===== src/verilog/rxsc_defines.svh =====
// Constants of the robot external start control block: timing, offsets, fields, resets
`ifndef RXSC_DEFINES_SVH
`define RXSC_DEFINES_SVH

// ****************************************************************
// Timing
// ****************************************************************
`define RXSC_CLK_MHZ          250
`define RXSC_CYC_PER_MS       (`RXSC_CLK_MHZ * 1000)
`define RXSC_FILTER_MS        20
`define RXSC_MIN_START_MS     30

// ****************************************************************
// Register map (byte addresses, 32-bit words)
// ****************************************************************
`define RXSC_ADDR_W           12
`define RXSC_ADDR_CTRL        12'h000
`define RXSC_ADDR_STATUS      12'h004

// ****************************************************************
// Control word fields and reset value
// ****************************************************************
`define RXSC_CTRL_FUNC_LSB    0
`define RXSC_CTRL_FUNC_MSB    2
`define RXSC_CTRL_POL_BIT     3
`define RXSC_CTRL_RESET       32'h0000_0000

// ****************************************************************
// Status word fields
// ****************************************************************
`define RXSC_ST_READY_BIT     0
`define RXSC_ST_HALTED_BIT    1
`define RXSC_ST_INH_BIT       2
`define RXSC_ST_BLOCK_BIT     3
`define RXSC_ST_HOLD_BIT      4
`define RXSC_ST_URGENT_BIT    5
`define RXSC_ST_STATE_LSB     6
`define RXSC_ST_STATE_MSB     7

`endif


===== src/verilog/rxsc_pkg.sv =====
// Types of the robot external start control block
package rxsc_pkg;

  // Function of the assignable inhibit input
  typedef enum logic [2:0]
  {
    RXSC_FN_FREE      = 3'h0,
    RXSC_FN_START_INH = 3'h1,
    RXSC_FN_STOP_INH  = 3'h2,
    RXSC_FN_SW_LOCK   = 3'h3,
    RXSC_FN_URGENT    = 3'h4
  } rxsc_func_t;

  // Start handshake states, Gray along idle, ready, taken
  typedef enum logic [1:0]
  {
    RXSC_ST_IDLE  = 2'h0,
    RXSC_ST_READY = 2'h1,
    RXSC_ST_TAKEN = 2'h3
  } rxsc_state_t;

endpackage


===== src/verilog/rxsc_in_if.sv =====
// Carrier between the input filter and the start control core
interface rxsc_in_if;
  logic ce;
  logic start_q;
  logic inhibit_lvl;
  logic safety_lvl;

  modport filt
  (
    input  ce,
    output start_q,
    output inhibit_lvl,
    output safety_lvl
  );

  modport core
  (
    output ce,
    input  start_q,
    input  inhibit_lvl,
    input  safety_lvl
  );
endinterface


===== src/verilog/rxsc_top.sv =====
// Robot external start control: start handshake, inhibit functions, APB registers
//
// Design decisions made here: the APB slave port and the register addresses.
`include "rxsc_defines.svh"

// Behaviour
// - Start accepted only while ready; needs safety input on and no active start, stop-start or interlock inhibition.
// - Start valid when waiting at home, after temporary stop, or on wait job.
// - Accepted start from home wait also commands a move to home coordinates.
// - Start pulses of 20 ms or less are discarded as noise.
// - Ready is raised when a start-acceptable wait state begins, and not again after a start until that wait state ends.
// - Ready drops once an asserted start is accepted.
// - Assignable input defaults to free, with no system function.
// - Polarity type A acts on input on, type B on input off.
// - Start inhibition blocks starts only while robot is stopped.
// - Stop-start inhibition blocks when stopped; when moving, finish move then hold.
// - Software interlock blocks starts when stopped, urgent stop when moving.
// - Urgent-stop function stops urgently whenever active in run mode.
// - An input reads asserted exactly when its photocoupler conducts.
// - Halted output high while stationary, low while moving.
// - Ready always implies halted; halted may stand alone.
module rxsc_top
  import rxsc_pkg::*;
#(
  parameter int unsigned CYC_PER_MS = `RXSC_CYC_PER_MS,
  parameter int unsigned FILTER_MS  = `RXSC_FILTER_MS
)
(
  input  wire logic                    clk_sys_in,
  input  wire logic                    reset_n_in,
  input  wire logic                    ce_in,
  input  wire logic                    psel_in,
  input  wire logic                    penable_in,
  input  wire logic                    pwrite_in,
  input  wire logic [`RXSC_ADDR_W-1:0] paddr_in,
  input  wire logic [31:0]             pwdata_in,
  output logic      [31:0]             prdata_out,
  output logic                         pready_out,
  output logic                         pslverr_out,
  input  wire logic                    ext_start_in,
  input  wire logic                    assignable_inhibit_in,
  input  wire logic                    safety_ok_in,
  input  wire logic                    ext_run_mode_in,
  input  wire logic                    robot_moving_in,
  input  wire logic                    wait_home_in,
  input  wire logic                    wait_temp_stop_in,
  input  wire logic                    wait_for_start_job_in,
  output logic                         ready_to_start_out,
  output logic                         robot_halted_out,
  output logic                         start_cmd_out,
  output logic                         home_move_out,
  output logic                         hold_req_out,
  output logic                         urgent_stop_out
);

  // ****************************************************************
  // Functions
  // ****************************************************************
  // Unknown codes fall back to free so a bad write cannot arm a stop
  function automatic rxsc_func_t rxsc_func_decode(input logic [2:0] v);
    rxsc_func_t f;
    case (v)
      3'h1:    f = RXSC_FN_START_INH;
      3'h2:    f = RXSC_FN_STOP_INH;
      3'h3:    f = RXSC_FN_SW_LOCK;
      3'h4:    f = RXSC_FN_URGENT;
      default: f = RXSC_FN_FREE;
    endcase
    return f;
  endfunction

  // ****************************************************************
  // Input filter
  // ****************************************************************
  rxsc_in_if u_in_if ();

  assign u_in_if.ce = ce_in;

  rxsc_in_filter
  #(
    .CYC_PER_MS (CYC_PER_MS),
    .FILTER_MS  (FILTER_MS)
  )
  u_filter
  (
    .clk_sys_in            (clk_sys_in),
    .reset_n_in            (reset_n_in),
    .ext_start_in          (ext_start_in),
    .assignable_inhibit_in (assignable_inhibit_in),
    .safety_ok_in          (safety_ok_in),
    .bus                   (u_in_if.filt)
  );

  // ****************************************************************
  // State
  // ****************************************************************
  rxsc_func_t   func_reg;
  logic         pol_b_reg;
  rxsc_state_t  state_reg;
  rxsc_state_t  state_next;
  logic         start_d_reg;
  logic         hold_reg;
  logic         hold_next;
  // Reset image of the control word, so its fields can be sliced
  localparam logic [31:0] CTRL_RST = `RXSC_CTRL_RESET;

  // ****************************************************************
  // Inhibit function decode
  // ****************************************************************
  wire logic stopped_w   = !robot_moving_in;
  wire logic inh_raw_w   = pol_b_reg ? !u_in_if.inhibit_lvl : u_in_if.inhibit_lvl;
  wire logic inh_act_w   = (func_reg != RXSC_FN_FREE) && inh_raw_w;
  wire logic fn_block_w  = (func_reg == RXSC_FN_START_INH) ||
                           (func_reg == RXSC_FN_STOP_INH)  ||
                           (func_reg == RXSC_FN_SW_LOCK);
  // Blocks only at standstill; a moving robot ignores start inhibition
  wire logic block_w     = fn_block_w && inh_act_w && stopped_w;
  wire logic hold_cond_w = (func_reg == RXSC_FN_STOP_INH) && inh_act_w
                           && robot_moving_in;
  wire logic urgent_w    = ((func_reg == RXSC_FN_SW_LOCK) && inh_act_w && robot_moving_in) ||
                           ((func_reg == RXSC_FN_URGENT) && inh_act_w
                            && ext_run_mode_in);

  // Hold lasts until the inhibit is released, then a fresh start resumes
  assign hold_next = hold_cond_w ||
                     (hold_reg && inh_act_w && (func_reg == RXSC_FN_STOP_INH));

  // ****************************************************************
  // Start handshake
  // ****************************************************************
  wire logic waiting_w = ext_run_mode_in && stopped_w &&
                         (wait_home_in || wait_temp_stop_in || wait_for_start_job_in);
  // Edge of the qualified start, so a held start cannot fire twice
  wire logic start_rise_w = u_in_if.start_q && !start_d_reg;
  wire logic accept_w     = (state_reg == RXSC_ST_READY) && start_rise_w
                            && u_in_if.safety_lvl && !block_w;

  // Next state of the handshake
  always_comb
  begin
    state_next = state_reg;
    case (state_reg)
      RXSC_ST_IDLE:
        if (waiting_w)
          state_next = RXSC_ST_READY;
      RXSC_ST_READY:
        if (accept_w)
          state_next = RXSC_ST_TAKEN;
        else if (!waiting_w)
          state_next = RXSC_ST_IDLE;
      RXSC_ST_TAKEN:
        if (!waiting_w)
          state_next = RXSC_ST_IDLE;
      default:
        state_next = RXSC_ST_IDLE;
    endcase
  end

  // Handshake registers; ready and halted come from the same sample
  always_ff @(posedge clk_sys_in)
  begin
    if (!reset_n_in)
    begin
      state_reg          <= RXSC_ST_IDLE;
      start_d_reg        <= 1'b0;
      ready_to_start_out <= 1'b0;
      robot_halted_out   <= 1'b0;
      start_cmd_out      <= 1'b0;
      home_move_out      <= 1'b0;
      hold_reg           <= 1'b0;
      hold_req_out       <= 1'b0;
      urgent_stop_out    <= 1'b0;
    end
    else if (ce_in)
    begin
      state_reg          <= state_next;
      start_d_reg        <= u_in_if.start_q;
      ready_to_start_out <= (state_next == RXSC_ST_READY);
      robot_halted_out   <= stopped_w;
      start_cmd_out      <= accept_w;
      home_move_out      <= accept_w && wait_home_in;
      hold_reg           <= hold_next;
      hold_req_out       <= hold_next;
      urgent_stop_out    <= urgent_w;
    end
  end

  // ****************************************************************
  // APB slave
  // ****************************************************************
  wire logic        apb_setup_w = psel_in && !penable_in;
  wire logic        apb_acc_w   = psel_in && penable_in && pready_out;
  wire logic        hit_ctrl_w  = (paddr_in == `RXSC_ADDR_CTRL);
  wire logic        hit_stat_w  = (paddr_in == `RXSC_ADDR_STATUS);
  wire logic [31:0] ctrl_rd_w   = {28'h0, pol_b_reg, func_reg};
  wire logic [31:0] stat_rd_w   = {24'h0, state_reg, urgent_stop_out, hold_reg, block_w,
                                   inh_act_w, robot_halted_out, ready_to_start_out};
  wire logic [31:0] rd_mux_w    = hit_ctrl_w ? ctrl_rd_w :
                                  hit_stat_w ? stat_rd_w : 32'h0;

  // One wait-free access: answer raised in the cycle after setup
  always_ff @(posedge clk_sys_in)
  begin
    if (!reset_n_in)
    begin
      pready_out  <= 1'b0;
      pslverr_out <= 1'b0;
      prdata_out  <= 32'h0;
    end
    else if (ce_in)
    begin
      pready_out  <= apb_setup_w;
      pslverr_out <= apb_setup_w && !(hit_ctrl_w || hit_stat_w);
      if (apb_setup_w)
        prdata_out <= pwrite_in ? 32'h0 : rd_mux_w;
    end
  end

  // Control register; status writes are ignored
  always_ff @(posedge clk_sys_in)
  begin
    if (!reset_n_in)
    begin
      func_reg  <= rxsc_func_decode(CTRL_RST[`RXSC_CTRL_FUNC_MSB:`RXSC_CTRL_FUNC_LSB]);
      pol_b_reg <= CTRL_RST[`RXSC_CTRL_POL_BIT];
    end
    else if (ce_in && apb_acc_w && pwrite_in && hit_ctrl_w)
    begin
      func_reg <= rxsc_func_decode(pwdata_in[`RXSC_CTRL_FUNC_MSB:`RXSC_CTRL_FUNC_LSB]);
      pol_b_reg <= pwdata_in[`RXSC_CTRL_POL_BIT];
    end
  end

  // ****************************************************************
  // Checks
  // ****************************************************************
  property p_ready_halted;
    @(posedge clk_sys_in) disable iff (!reset_n_in)
    ready_to_start_out |-> robot_halted_out;
  endproperty
  a_ready_halted: assert property (p_ready_halted)
    else $error("ready shown while robot not halted");

  property p_halted_track;
    @(posedge clk_sys_in) disable iff (!reset_n_in)
    ce_in |=> (robot_halted_out == !$past(robot_moving_in));
  endproperty
  a_halted_track: assert property (p_halted_track)
    else $error("halted output does not follow motion");

  property p_start_needs_ready;
    @(posedge clk_sys_in) disable iff (!reset_n_in)
    $rose(start_cmd_out) |-> $past(ready_to_start_out) && !ready_to_start_out;
  endproperty
  a_start_needs_ready: assert property (p_start_needs_ready)
    else $error("start accepted without ready or ready kept high");

  property p_ready_drops;
    @(posedge clk_sys_in) disable iff (!reset_n_in)
    (ce_in && accept_w) |=> !ready_to_start_out ##1 (!ce_in || !ready_to_start_out);
  endproperty
  a_ready_drops: assert property (p_ready_drops)
    else $error("ready did not drop after accepted start");

  property p_block_start;
    @(posedge clk_sys_in) disable iff (!reset_n_in)
    (ce_in && block_w) |=> !start_cmd_out;
  endproperty
  a_block_start: assert property (p_block_start)
    else $error("start issued while inhibited at standstill");

  property p_hold;
    @(posedge clk_sys_in) disable iff (!reset_n_in)
    (ce_in && hold_cond_w) |=> hold_req_out;
  endproperty
  a_hold: assert property (p_hold)
    else $error("hold not requested for stop-start inhibit in motion");

  property p_urgent;
    @(posedge clk_sys_in) disable iff (!reset_n_in)
    (ce_in && inh_act_w && func_reg == RXSC_FN_URGENT && ext_run_mode_in) |=> urgent_stop_out;
  endproperty
  a_urgent: assert property (p_urgent)
    else $error("urgent stop missing for active urgent input");

  property p_home_with_start;
    @(posedge clk_sys_in) disable iff (!reset_n_in)
    home_move_out |-> start_cmd_out;
  endproperty
  a_home_with_start: assert property (p_home_with_start)
    else $error("home move without accepted start");

  property p_func_legal;
    @(posedge clk_sys_in) disable iff (!reset_n_in)
    func_reg inside {RXSC_FN_FREE, RXSC_FN_START_INH, RXSC_FN_STOP_INH,
                     RXSC_FN_SW_LOCK, RXSC_FN_URGENT};
  endproperty
  a_func_legal: assert property (p_func_legal)
    else $error("illegal function selected");

  c_start: cover property (@(posedge clk_sys_in) disable iff (!reset_n_in)
    $rose(start_cmd_out));
  c_hold: cover property (@(posedge clk_sys_in) disable iff (!reset_n_in)
    $rose(hold_req_out));
  c_urgent: cover property (@(posedge clk_sys_in) disable iff (!reset_n_in)
    $rose(urgent_stop_out));
  c_ctrl_write: cover property (@(posedge clk_sys_in) disable iff (!reset_n_in)
    apb_acc_w && pwrite_in && hit_ctrl_w);

endmodule


===== src/verilog/rxsc_in_filter.sv =====
// Pin synchronisers, millisecond timebase and start pulse width qualifier
`include "rxsc_defines.svh"

module rxsc_in_filter
  import rxsc_pkg::*;
#(
  parameter int unsigned CYC_PER_MS = `RXSC_CYC_PER_MS,
  parameter int unsigned FILTER_MS  = `RXSC_FILTER_MS
)
(
  input  wire logic  clk_sys_in,
  input  wire logic  reset_n_in,
  input  wire logic  ext_start_in,
  input  wire logic  assignable_inhibit_in,
  input  wire logic  safety_ok_in,
  rxsc_in_if.filt    bus
);

  localparam int unsigned N          = 3;
  localparam int unsigned DIV_W      = $clog2(CYC_PER_MS + 1);
  localparam int unsigned QUAL_TICKS = FILTER_MS + 1;
  localparam int unsigned MS_W       = $clog2(QUAL_TICKS + 1);
  localparam logic [DIV_W-1:0] DIV_LAST = DIV_W'(CYC_PER_MS - 1);
  localparam logic [MS_W-1:0]  MS_SAT   = MS_W'(QUAL_TICKS);
  localparam int unsigned FILTER_CYC = FILTER_MS * CYC_PER_MS;

  // Photocoupler conducting reads as one, whatever the wiring polarity
  wire logic [N-1:0] pin_w = {safety_ok_in, assignable_inhibit_in, ext_start_in};

  logic [N-1:0]      s1_reg;
  logic [N-1:0]      s2_reg;
  logic [N-1:0]      s3_reg;
  logic [N-1:0]      lvl_reg;
  logic [DIV_W-1:0]  div_reg;
  logic              tick_reg;
  logic [MS_W-1:0]   ms_reg;
  logic [31:0]       hi_cyc_reg;

  // ****************************************************************
  // Synchronisers
  // ****************************************************************
  // Three stages; level moves only when stages two and three agree
  genvar g;
  generate
    for (g = 0; g < N; g++)
    begin : g_sync
      always_ff @(posedge clk_sys_in)
      begin
        if (!reset_n_in)
        begin
          s1_reg[g]  <= 1'b0;
          s2_reg[g]  <= 1'b0;
          s3_reg[g]  <= 1'b0;
          lvl_reg[g] <= 1'b0;
        end
        else if (bus.ce)
        begin
          s1_reg[g] <= pin_w[g];
          s2_reg[g] <= s1_reg[g];
          s3_reg[g] <= s2_reg[g];
          if (s2_reg[g] == s3_reg[g])
            lvl_reg[g] <= s3_reg[g];
        end
      end
    end
  endgenerate

  // ****************************************************************
  // Millisecond timebase and width qualifier
  // ****************************************************************
  // Free running divider; tick phase jitter costs at most one ms of delay
  always_ff @(posedge clk_sys_in)
  begin
    if (!reset_n_in)
    begin
      div_reg  <= '0;
      tick_reg <= 1'b0;
    end
    else if (bus.ce)
    begin
      div_reg  <= (div_reg == DIV_LAST) ? '0 : div_reg + 1'b1;
      tick_reg <= (div_reg == DIV_LAST);
    end
  end

  // Count ms ticks while start is high; short pulses never reach saturation
  always_ff @(posedge clk_sys_in)
  begin
    if (!reset_n_in)
      ms_reg <= '0;
    else if (bus.ce)
    begin
      if (!lvl_reg[0])
        ms_reg <= '0;
      else if (tick_reg && ms_reg != MS_SAT)
        ms_reg <= ms_reg + 1'b1;
    end
  end

  assign bus.start_q     = lvl_reg[0] && (ms_reg == MS_SAT);
  assign bus.inhibit_lvl = lvl_reg[1];
  assign bus.safety_lvl  = lvl_reg[2];

  // ****************************************************************
  // Checks
  // ****************************************************************
  // Helper: cycles the filtered start level has stood high
  always_ff @(posedge clk_sys_in)
  begin
    if (!reset_n_in || !lvl_reg[0])
      hi_cyc_reg <= '0;
    else if (bus.ce && hi_cyc_reg != 32'hffff_ffff)
      hi_cyc_reg <= hi_cyc_reg + 32'h1;
  end

  property p_no_short_start;
    @(posedge clk_sys_in) disable iff (!reset_n_in)
    $rose(bus.start_q) |-> (hi_cyc_reg >= FILTER_CYC);
  endproperty
  a_no_short_start: assert property (p_no_short_start)
    else $error("start qualified after too short a pulse");

  property p_sync_delay;
    @(posedge clk_sys_in) disable iff (!reset_n_in)
    (bus.ce && s2_reg[1] == s3_reg[1]) |=> (lvl_reg[1] == $past(s3_reg[1]));
  endproperty
  a_sync_delay: assert property (p_sync_delay)
    else $error("inhibit level did not follow agreeing stages");

endmodule


===== config.mk =====
export PLATFORM = sky130hd
export DESIGN_NAME = rxsc_top
export DESIGN_NICKNAME = d
export VERILOG_FILES = /design/src/verilog/rxsc_pkg.sv /design/src/verilog/rxsc_in_if.sv /design/src/verilog/rxsc_top.sv /design/src/verilog/rxsc_in_filter.sv
export VERILOG_INCLUDE_DIRS = /design/src /design/src/verilog
export SDC_FILE = /design/constraint.sdc
export NUM_CORES = 1
export LEC_CHECK = 0
export BUFFER_PORTS_ARGS = -buffer_cell sky130_fd_sc_hd__buf_4
export CORE_MARGIN = 2
export CORE_UTILIZATION = 50
export CTS_BUF_LIST = sky130_fd_sc_hd__clkbuf_8
export DETAILED_ROUTE_END_ITERATION = 8
export HOLD_SLACK_MARGIN = 0.12
export PLACE_DENSITY = 0.82
export SYNTH_ARGS = -nofsm -noshare
export SYNTH_HDL_FRONTEND = slang
export SYNTH_HIERARCHICAL = 1
export SYNTH_SLANG_ARGS = --single-unit

===== constraint.sdc =====
create_clock -name clk_sys_in -period 2.3 [get_ports clk_sys_in]
set_input_delay 0.23 -clock clk_sys_in [delete_from_list [all_inputs] [get_ports clk_sys_in]]
set_output_delay 0.23 -clock clk_sys_in [all_outputs]
set_load 0.05 [all_outputs]

# After elaboration in Yosys (flattened, before gate mapping)
# Cells that the tools add are included.
# W data, S select, Z words.
[totals] regBits=83 out_inout_bits=40 n_memories=0 ramBits=0 rom_bits=0 latchBits=0
[classes] bitwise_logic=0 mux=12 n_addsub=2 mul=0 n_reduce_logical=48 n_div=0 eq_ne=19 n_shift=0 n_lt_le_gt_ge=0
[op_table] op="$logic_and A1 B1 Y1" count=27
[op_table] op="$mux W8" count=3
[op_table] op="$add A18 B1 Y18 const B" count=1
[op_table] op="$eq A18 B18 Y1 const B" count=1
[op_table] op="$mux W18" count=1
[op_table] op="$eq A12 B3 Y1 const B" count=1
[op_table] op="$eq A3 B2 Y1 const B" count=4
[op_table] op="$logic_not A12 Y1" count=1
[op_table] op="$pmux W3 S4" count=1
[op_table] op="$mux W5" count=2
[op_table] op="$reduce_and A2 Y1" count=5
[op_table] op="$logic_or A1 B1 Y1" count=7
[op_table] op="$eq A3 B1 Y1 const B" count=2
[op_table] op="$eq A3 B3 Y1 const B" count=2
[op_table] op="$logic_not A1 Y1" count=6
[op_table] op="$mux W2" count=3
[op_table] op="$pmux W2 S3" count=1
[op_table] op="$add A5 B1 Y5 const B" count=1
[op_table] op="$eq A5 B5 Y1 const B" count=1
[op_table] op="$ne A5 B5 Y1 const B" count=1
[op_table] op="$eq A2 B1 Y1 const B" count=2
[op_table] op="$eq A1 B1 Y1" count=3
[op_table] op="$reduce_bool A3 Y1" count=1
[op_table] op="$eq A2 B2 Y1 const B" count=1
[op_table] op="3 further kinds" count=3

# Depth between registers and ports, before layout
[logic_depth] word_depth=10 depth_mapped=8 mapped_depth_nobuf=8

# Modules after synthesis
# Netlist, hierarchy kept.
[by_module_without_submodules] module="rxsc_in_filter" n_inst=1 cells_per_inst=175 area_each_um2=1644.1 seq_area_each_um2=720.7
[by_module_without_submodules] module="rxsc_top" n_inst=1 cells_per_inst=148 area_each_um2=1370.1 seq_area_each_um2=460.4

# Worst setup path before layout
# No wires, ideal clock.
[synth_path] path_type="reg2reg" from="register u_filter.div_reg[8]" to="register u_filter.div_reg[0]" synth_period_minus_slack_ns=1.661 n_path_buf=2 stages_incl_launch_ff=6 required_ns=2.185 arrival_time_ns=1.545 setup_ns=0.115 path_slack_ns=0.639 path_cell_list="dfxtp_1 -> buf_2 -> or3_4 -> o41ai_4 -> buf_6 -> nor2_1"
[synth_via] elab_chain_len=2
[synth_lines] item="start: declaration" line_no="rxsc_in_filter.sv:34" source="logic [DIV_W-1:0] div_reg;"
[synth_lines] item="start signal: assignment" line_no="rxsc_in_filter.sv:81" source="div_reg <= (div_reg == DIV_LAST) ? '0 : div_reg + 1'b1;"
[synth_lines] item="$eq A18 B18 Y1" line_no="rxsc_in_filter.sv:81"
[synth_lines] item="$mux W18" line_no="rxsc_in_filter.sv:81"
# Every way passes these cells.
# A chain may end at the register's enable or synchronous reset.

# Worst setup path after layout
[layout_path] from="register u_filter.div_reg[3]" to="register u_filter.div_reg[10]"
[layout_via] elab_chain_len=2
[layout_lines] item="$add A18 B1 Y18 / $eq A18 B18 Y1 (equally long branches)" line_no="rxsc_in_filter.sv:81"
[layout_lines] item="$mux W18 *" line_no="rxsc_in_filter.sv:81"
# Mark *: on every way between the ends. The rest lies on a longest branch, timed or not.

==> results.sh <==
export IMPL_outcome="complete, no violations"
export IMPL_drive_above_1_share=0.209
export IMPL_rsz0062_at_grt="false"
export IMPL_layout_worst_path_cycle_share=0.811
export IMPL_slew_headroom=0.661
export IMPL_start_util=0.512
export IMPL_r2r_end="u_filter/div_reg[10]"
export IMPL_cts_repair_resized=0
export IMPL_syn2layout_area_growth_pct=15.7
export IMPL_final_core_util=0.592
export IMPL_fin_area_um2=3490
export IMPL_dp_hpwl_um=3960
export IMPL_clkSlewWorstSetupHoldPaths_ps=70
export IMPL_fp_dieW_um=81.6
export IMPL_skew_ps=12.2
export IMPL_ios=98
export IMPL_hold_end="u_filter/s1_reg[0]"
export IMPL_worst_pin_slew_ps=507
export IMPL_yosys_top_cells_area="dfxtp_1 39%, buf_4 7.2%, mux2i_1 5.0%"
export IMPL_cp_top_family="compound AO/OA/AOI/OAI gates"
export IMPL_placed_cell_area_um2=3300
export IMPL_yosysTopAreaCellShare=0.392
export IMPL_combPwrFrac=0.113
export IMPL_p_int_mw=1.55
export IMPL_multiInputGateArea_um2=1640
export IMPL_final_cell_mix="59 x dfxtp_1, 48 x buf_4, 26 x nand2_1"
export IMPL_cts_num_sinks=59
export IMPL_antenna_found_initial=0
export IMPL_end_kind="flip-flop"
export IMPL_fin_tns_setup_ps=0
export IMPL_setup_viol=0
export IMPL_slew_viol_final=0
export IMPL_globalplace_congestion=0.817
export IMPL_clock_latency_ps=350
export IMPL_avgSynthCellArea_um2=9.33
export IMPL_maxCapViolCount=0
export IMPL_cts_htree_levels=3
export IMPL_cp_required_ps=2520
export IMPL_core_area_um2=5890
export IMPL_swShare=0.272
export IMPL_synth_edf_count=0
export IMPL_p_total_mw=2.13
export IMPL_crit_fanout=9
export IMPL_yosysSeqAreaShare=0.392
export IMPL_layout_min_cycle_time_ps=1860
export IMPL_totalWireLength_um=5660
export IMPL_io_buffer_count=45
export IMPL_seq_power_share=0.491
export IMPL_final_nets=430
export IMPL_cpPeakStageDelay_ps=580
export IMPL_netSwitchingPower_mw=0.579
export IMPL_synth_seq_cells=59
export IMPL_r2r_start="u_filter/div_reg[3]"
export IMPL_crit_type="reg2reg"
export IMPL_worst_ep_arrival_time_ps=2090
export IMPL_final_common_cell="dfxtp_1"
export IMPL_via_per_inst=5.16
export IMPL_peakVddDrop_mv=0.482
export IMPL_synth_cell_types=59
export IMPL_syn_area_um2=3010
export IMPL_worstHoldPathCells=3
export IMPL_n_antenna_cell=0
export IMPL_critPathSlowestCell="o41ai_4"
export IMPL_report_final_hold_viol_count=0
export IMPL_synth_flop_cell="dfxtp_1"
export IMPL_ys_warn_count=6
export IMPL_fmax_ghz=0.536
export IMPL_nFillCells=517
export IMPL_worstHoldStart="ext_start_in"
export IMPL_grt_start_max_net_pins=47
export IMPL_synthArstFlopShare=0
export IMPL_dr_first_iter_drc_count=96
export IMPL_grt_overflow=0
export IMPL_synth_top_area_cell="dfxtp_1"
export IMPL_path_buf_inv=1
export IMPL_hold_class="in2reg"
export IMPL_cts_root_buf="clkbuf_8"
export IMPL_cts_tree="done"
export IMPL_crit_start="u_filter/div_reg[3]"
export IMPL_rr_worst_depth=5
export IMPL_dieHeight_um=81.6
export IMPL_cts_buffers=9
export IMPL_dr_total_vias=2317
export IMPL_p_leak_nw=1.34
export IMPL_cts_path_max_buffers=2
export IMPL_die_area_um2=6670
export IMPL_rrSetupSlack_ps=440
export IMPL_grt_pass1_wl_um=9140
export IMPL_dr_pass1_iters=4
export IMPL_cp_cell_sequence="nor4b_2 -> nand4_1 -> o41ai_4 -> buf_4 -> nor2_1"
export IMPL_ant_nets=0
export IMPL_power_frac_clock=0.396
export IMPL_first_global_vias=2045
export IMPL_largest_reg_flops=18
export IMPL_drc=0
export IMPL_synth_cells=323
export IMPL_p_per_area_nw_per_um2=612
export IMPL_regArea_um2=1180
export IMPL_wl_per_cell_um=12.6
export IMPL_row_count=28
export IMPL_start_kind="flip-flop"
export IMPL_grt_usage=0.180
export IMPL_holdWs_ps=149
[cell usage after synthesis (3+ instances only)]
cell       n
nor3_1     4
nand4_1    9
o21ai_0    6
buf_4     29
dfxtp_1   59
xor2_1     5
o21a_1     3
or3_1      3
nor2b_1   21
xnor2_1   14
nand3b_1   4
and2_1     4
ha_1       3
a21boi_0   8
nand2_1   26
a21o_1     3
nand2b_1   8
a32oi_1    4
mux2i_1   15
nor3b_1    4
a21boi_1   4
nor2_1    24
nor4_1     7
inv_1      6
a21oi_1    3
clkbuf_1   3
[power by group through the flow]
| stage | Sequential [mW] | Clock, mW | Combinational [mW] |
|---|---|---|---|
| 4_1_cts | 1.05 | 0.871 | 0.241 |
| 3_5_place_dp | 1.07 | 0 | 0.239 |
| 3_3_place_gp | 1.07 | 0 | 0.236 |
| 5_1_grt | 1.05 | 0.932 | 0.258 |
| 6_report | 1.05 | 0.845 | 0.240 |
| 2_1_floorplan | 1.08 | 0 | 0.196 |
[per-layer routing]
layer,part of all wire,track usage
met1,0.46,0.225
met2,0.46,0.276
met3,0.063,0.0615
met4,0.014,0.0950
met5,0,0
[per-stage QoR]
stage / setup WS (ps) / cells
3_5_place_dp: 405 / 432
5_1_grt: 231 / 449
2_1_floorplan: 639 / 346
3_3_place_gp: 438 / 432
4_1_cts: 399 / 449
6_report: 435 / 449
[cell type report]
class | count | area share
clock inverters | 5 | 0.00825
multi-input cells | 244 | 0.470
flip-flops and latches | 59 | 0.339
repair buffers | 49 | 0.106
well taps | 75 | 0.0269
clock buffers | 11 | 0.0434
inverters | 6 | 0.00646
[timing repair]
item,4_1_cts,5_1_grt
setup buffers,0,0
endpoints found under the hold margin,1,0
hold buffers,1,0
[cell families (layout without fill, tap and decap cells)]
group / after synthesis / after routing / synth area share
simple gates: 135 / 135 / 0.270
flops: 59 / 59 / 0.392
compound gates: 46 / 46 / 0.119
buf+inv: 43 / 71 / 0.0930
xor+xnor: 19 / 19 / 0.0552
mux: 17 / 17 / 0.0573
fa+ha+maj: 3 / 3 / 0.0125
other cells: 1 / 24 / 0.00124
[worst max path at each step]
stage | slack (ps) | cells after the start | endpoint
2_1_floorplan | 640 | 5 | u_filter/div_reg[0]
3_3_place_gp | 440 | 5 | u_filter/div_reg[6]
3_5_place_dp | 400 | 5 | u_filter/div_reg[10]
4_1_cts | 400 | 5 | u_filter/div_reg[10]
5_1_grt | 230 | 7 | state_reg[1]
6_report | 440 | 5 | u_filter/div_reg[10]
[worst reg2reg max path, stage by stage, from the launching register on]
cell     delay (ps)
dfxtp_1         440
nor4b_2         220
nand4_1         190
o41ai_4         580
buf_4           260
nor2_1           60
Power figures use the tool's default switching activity.
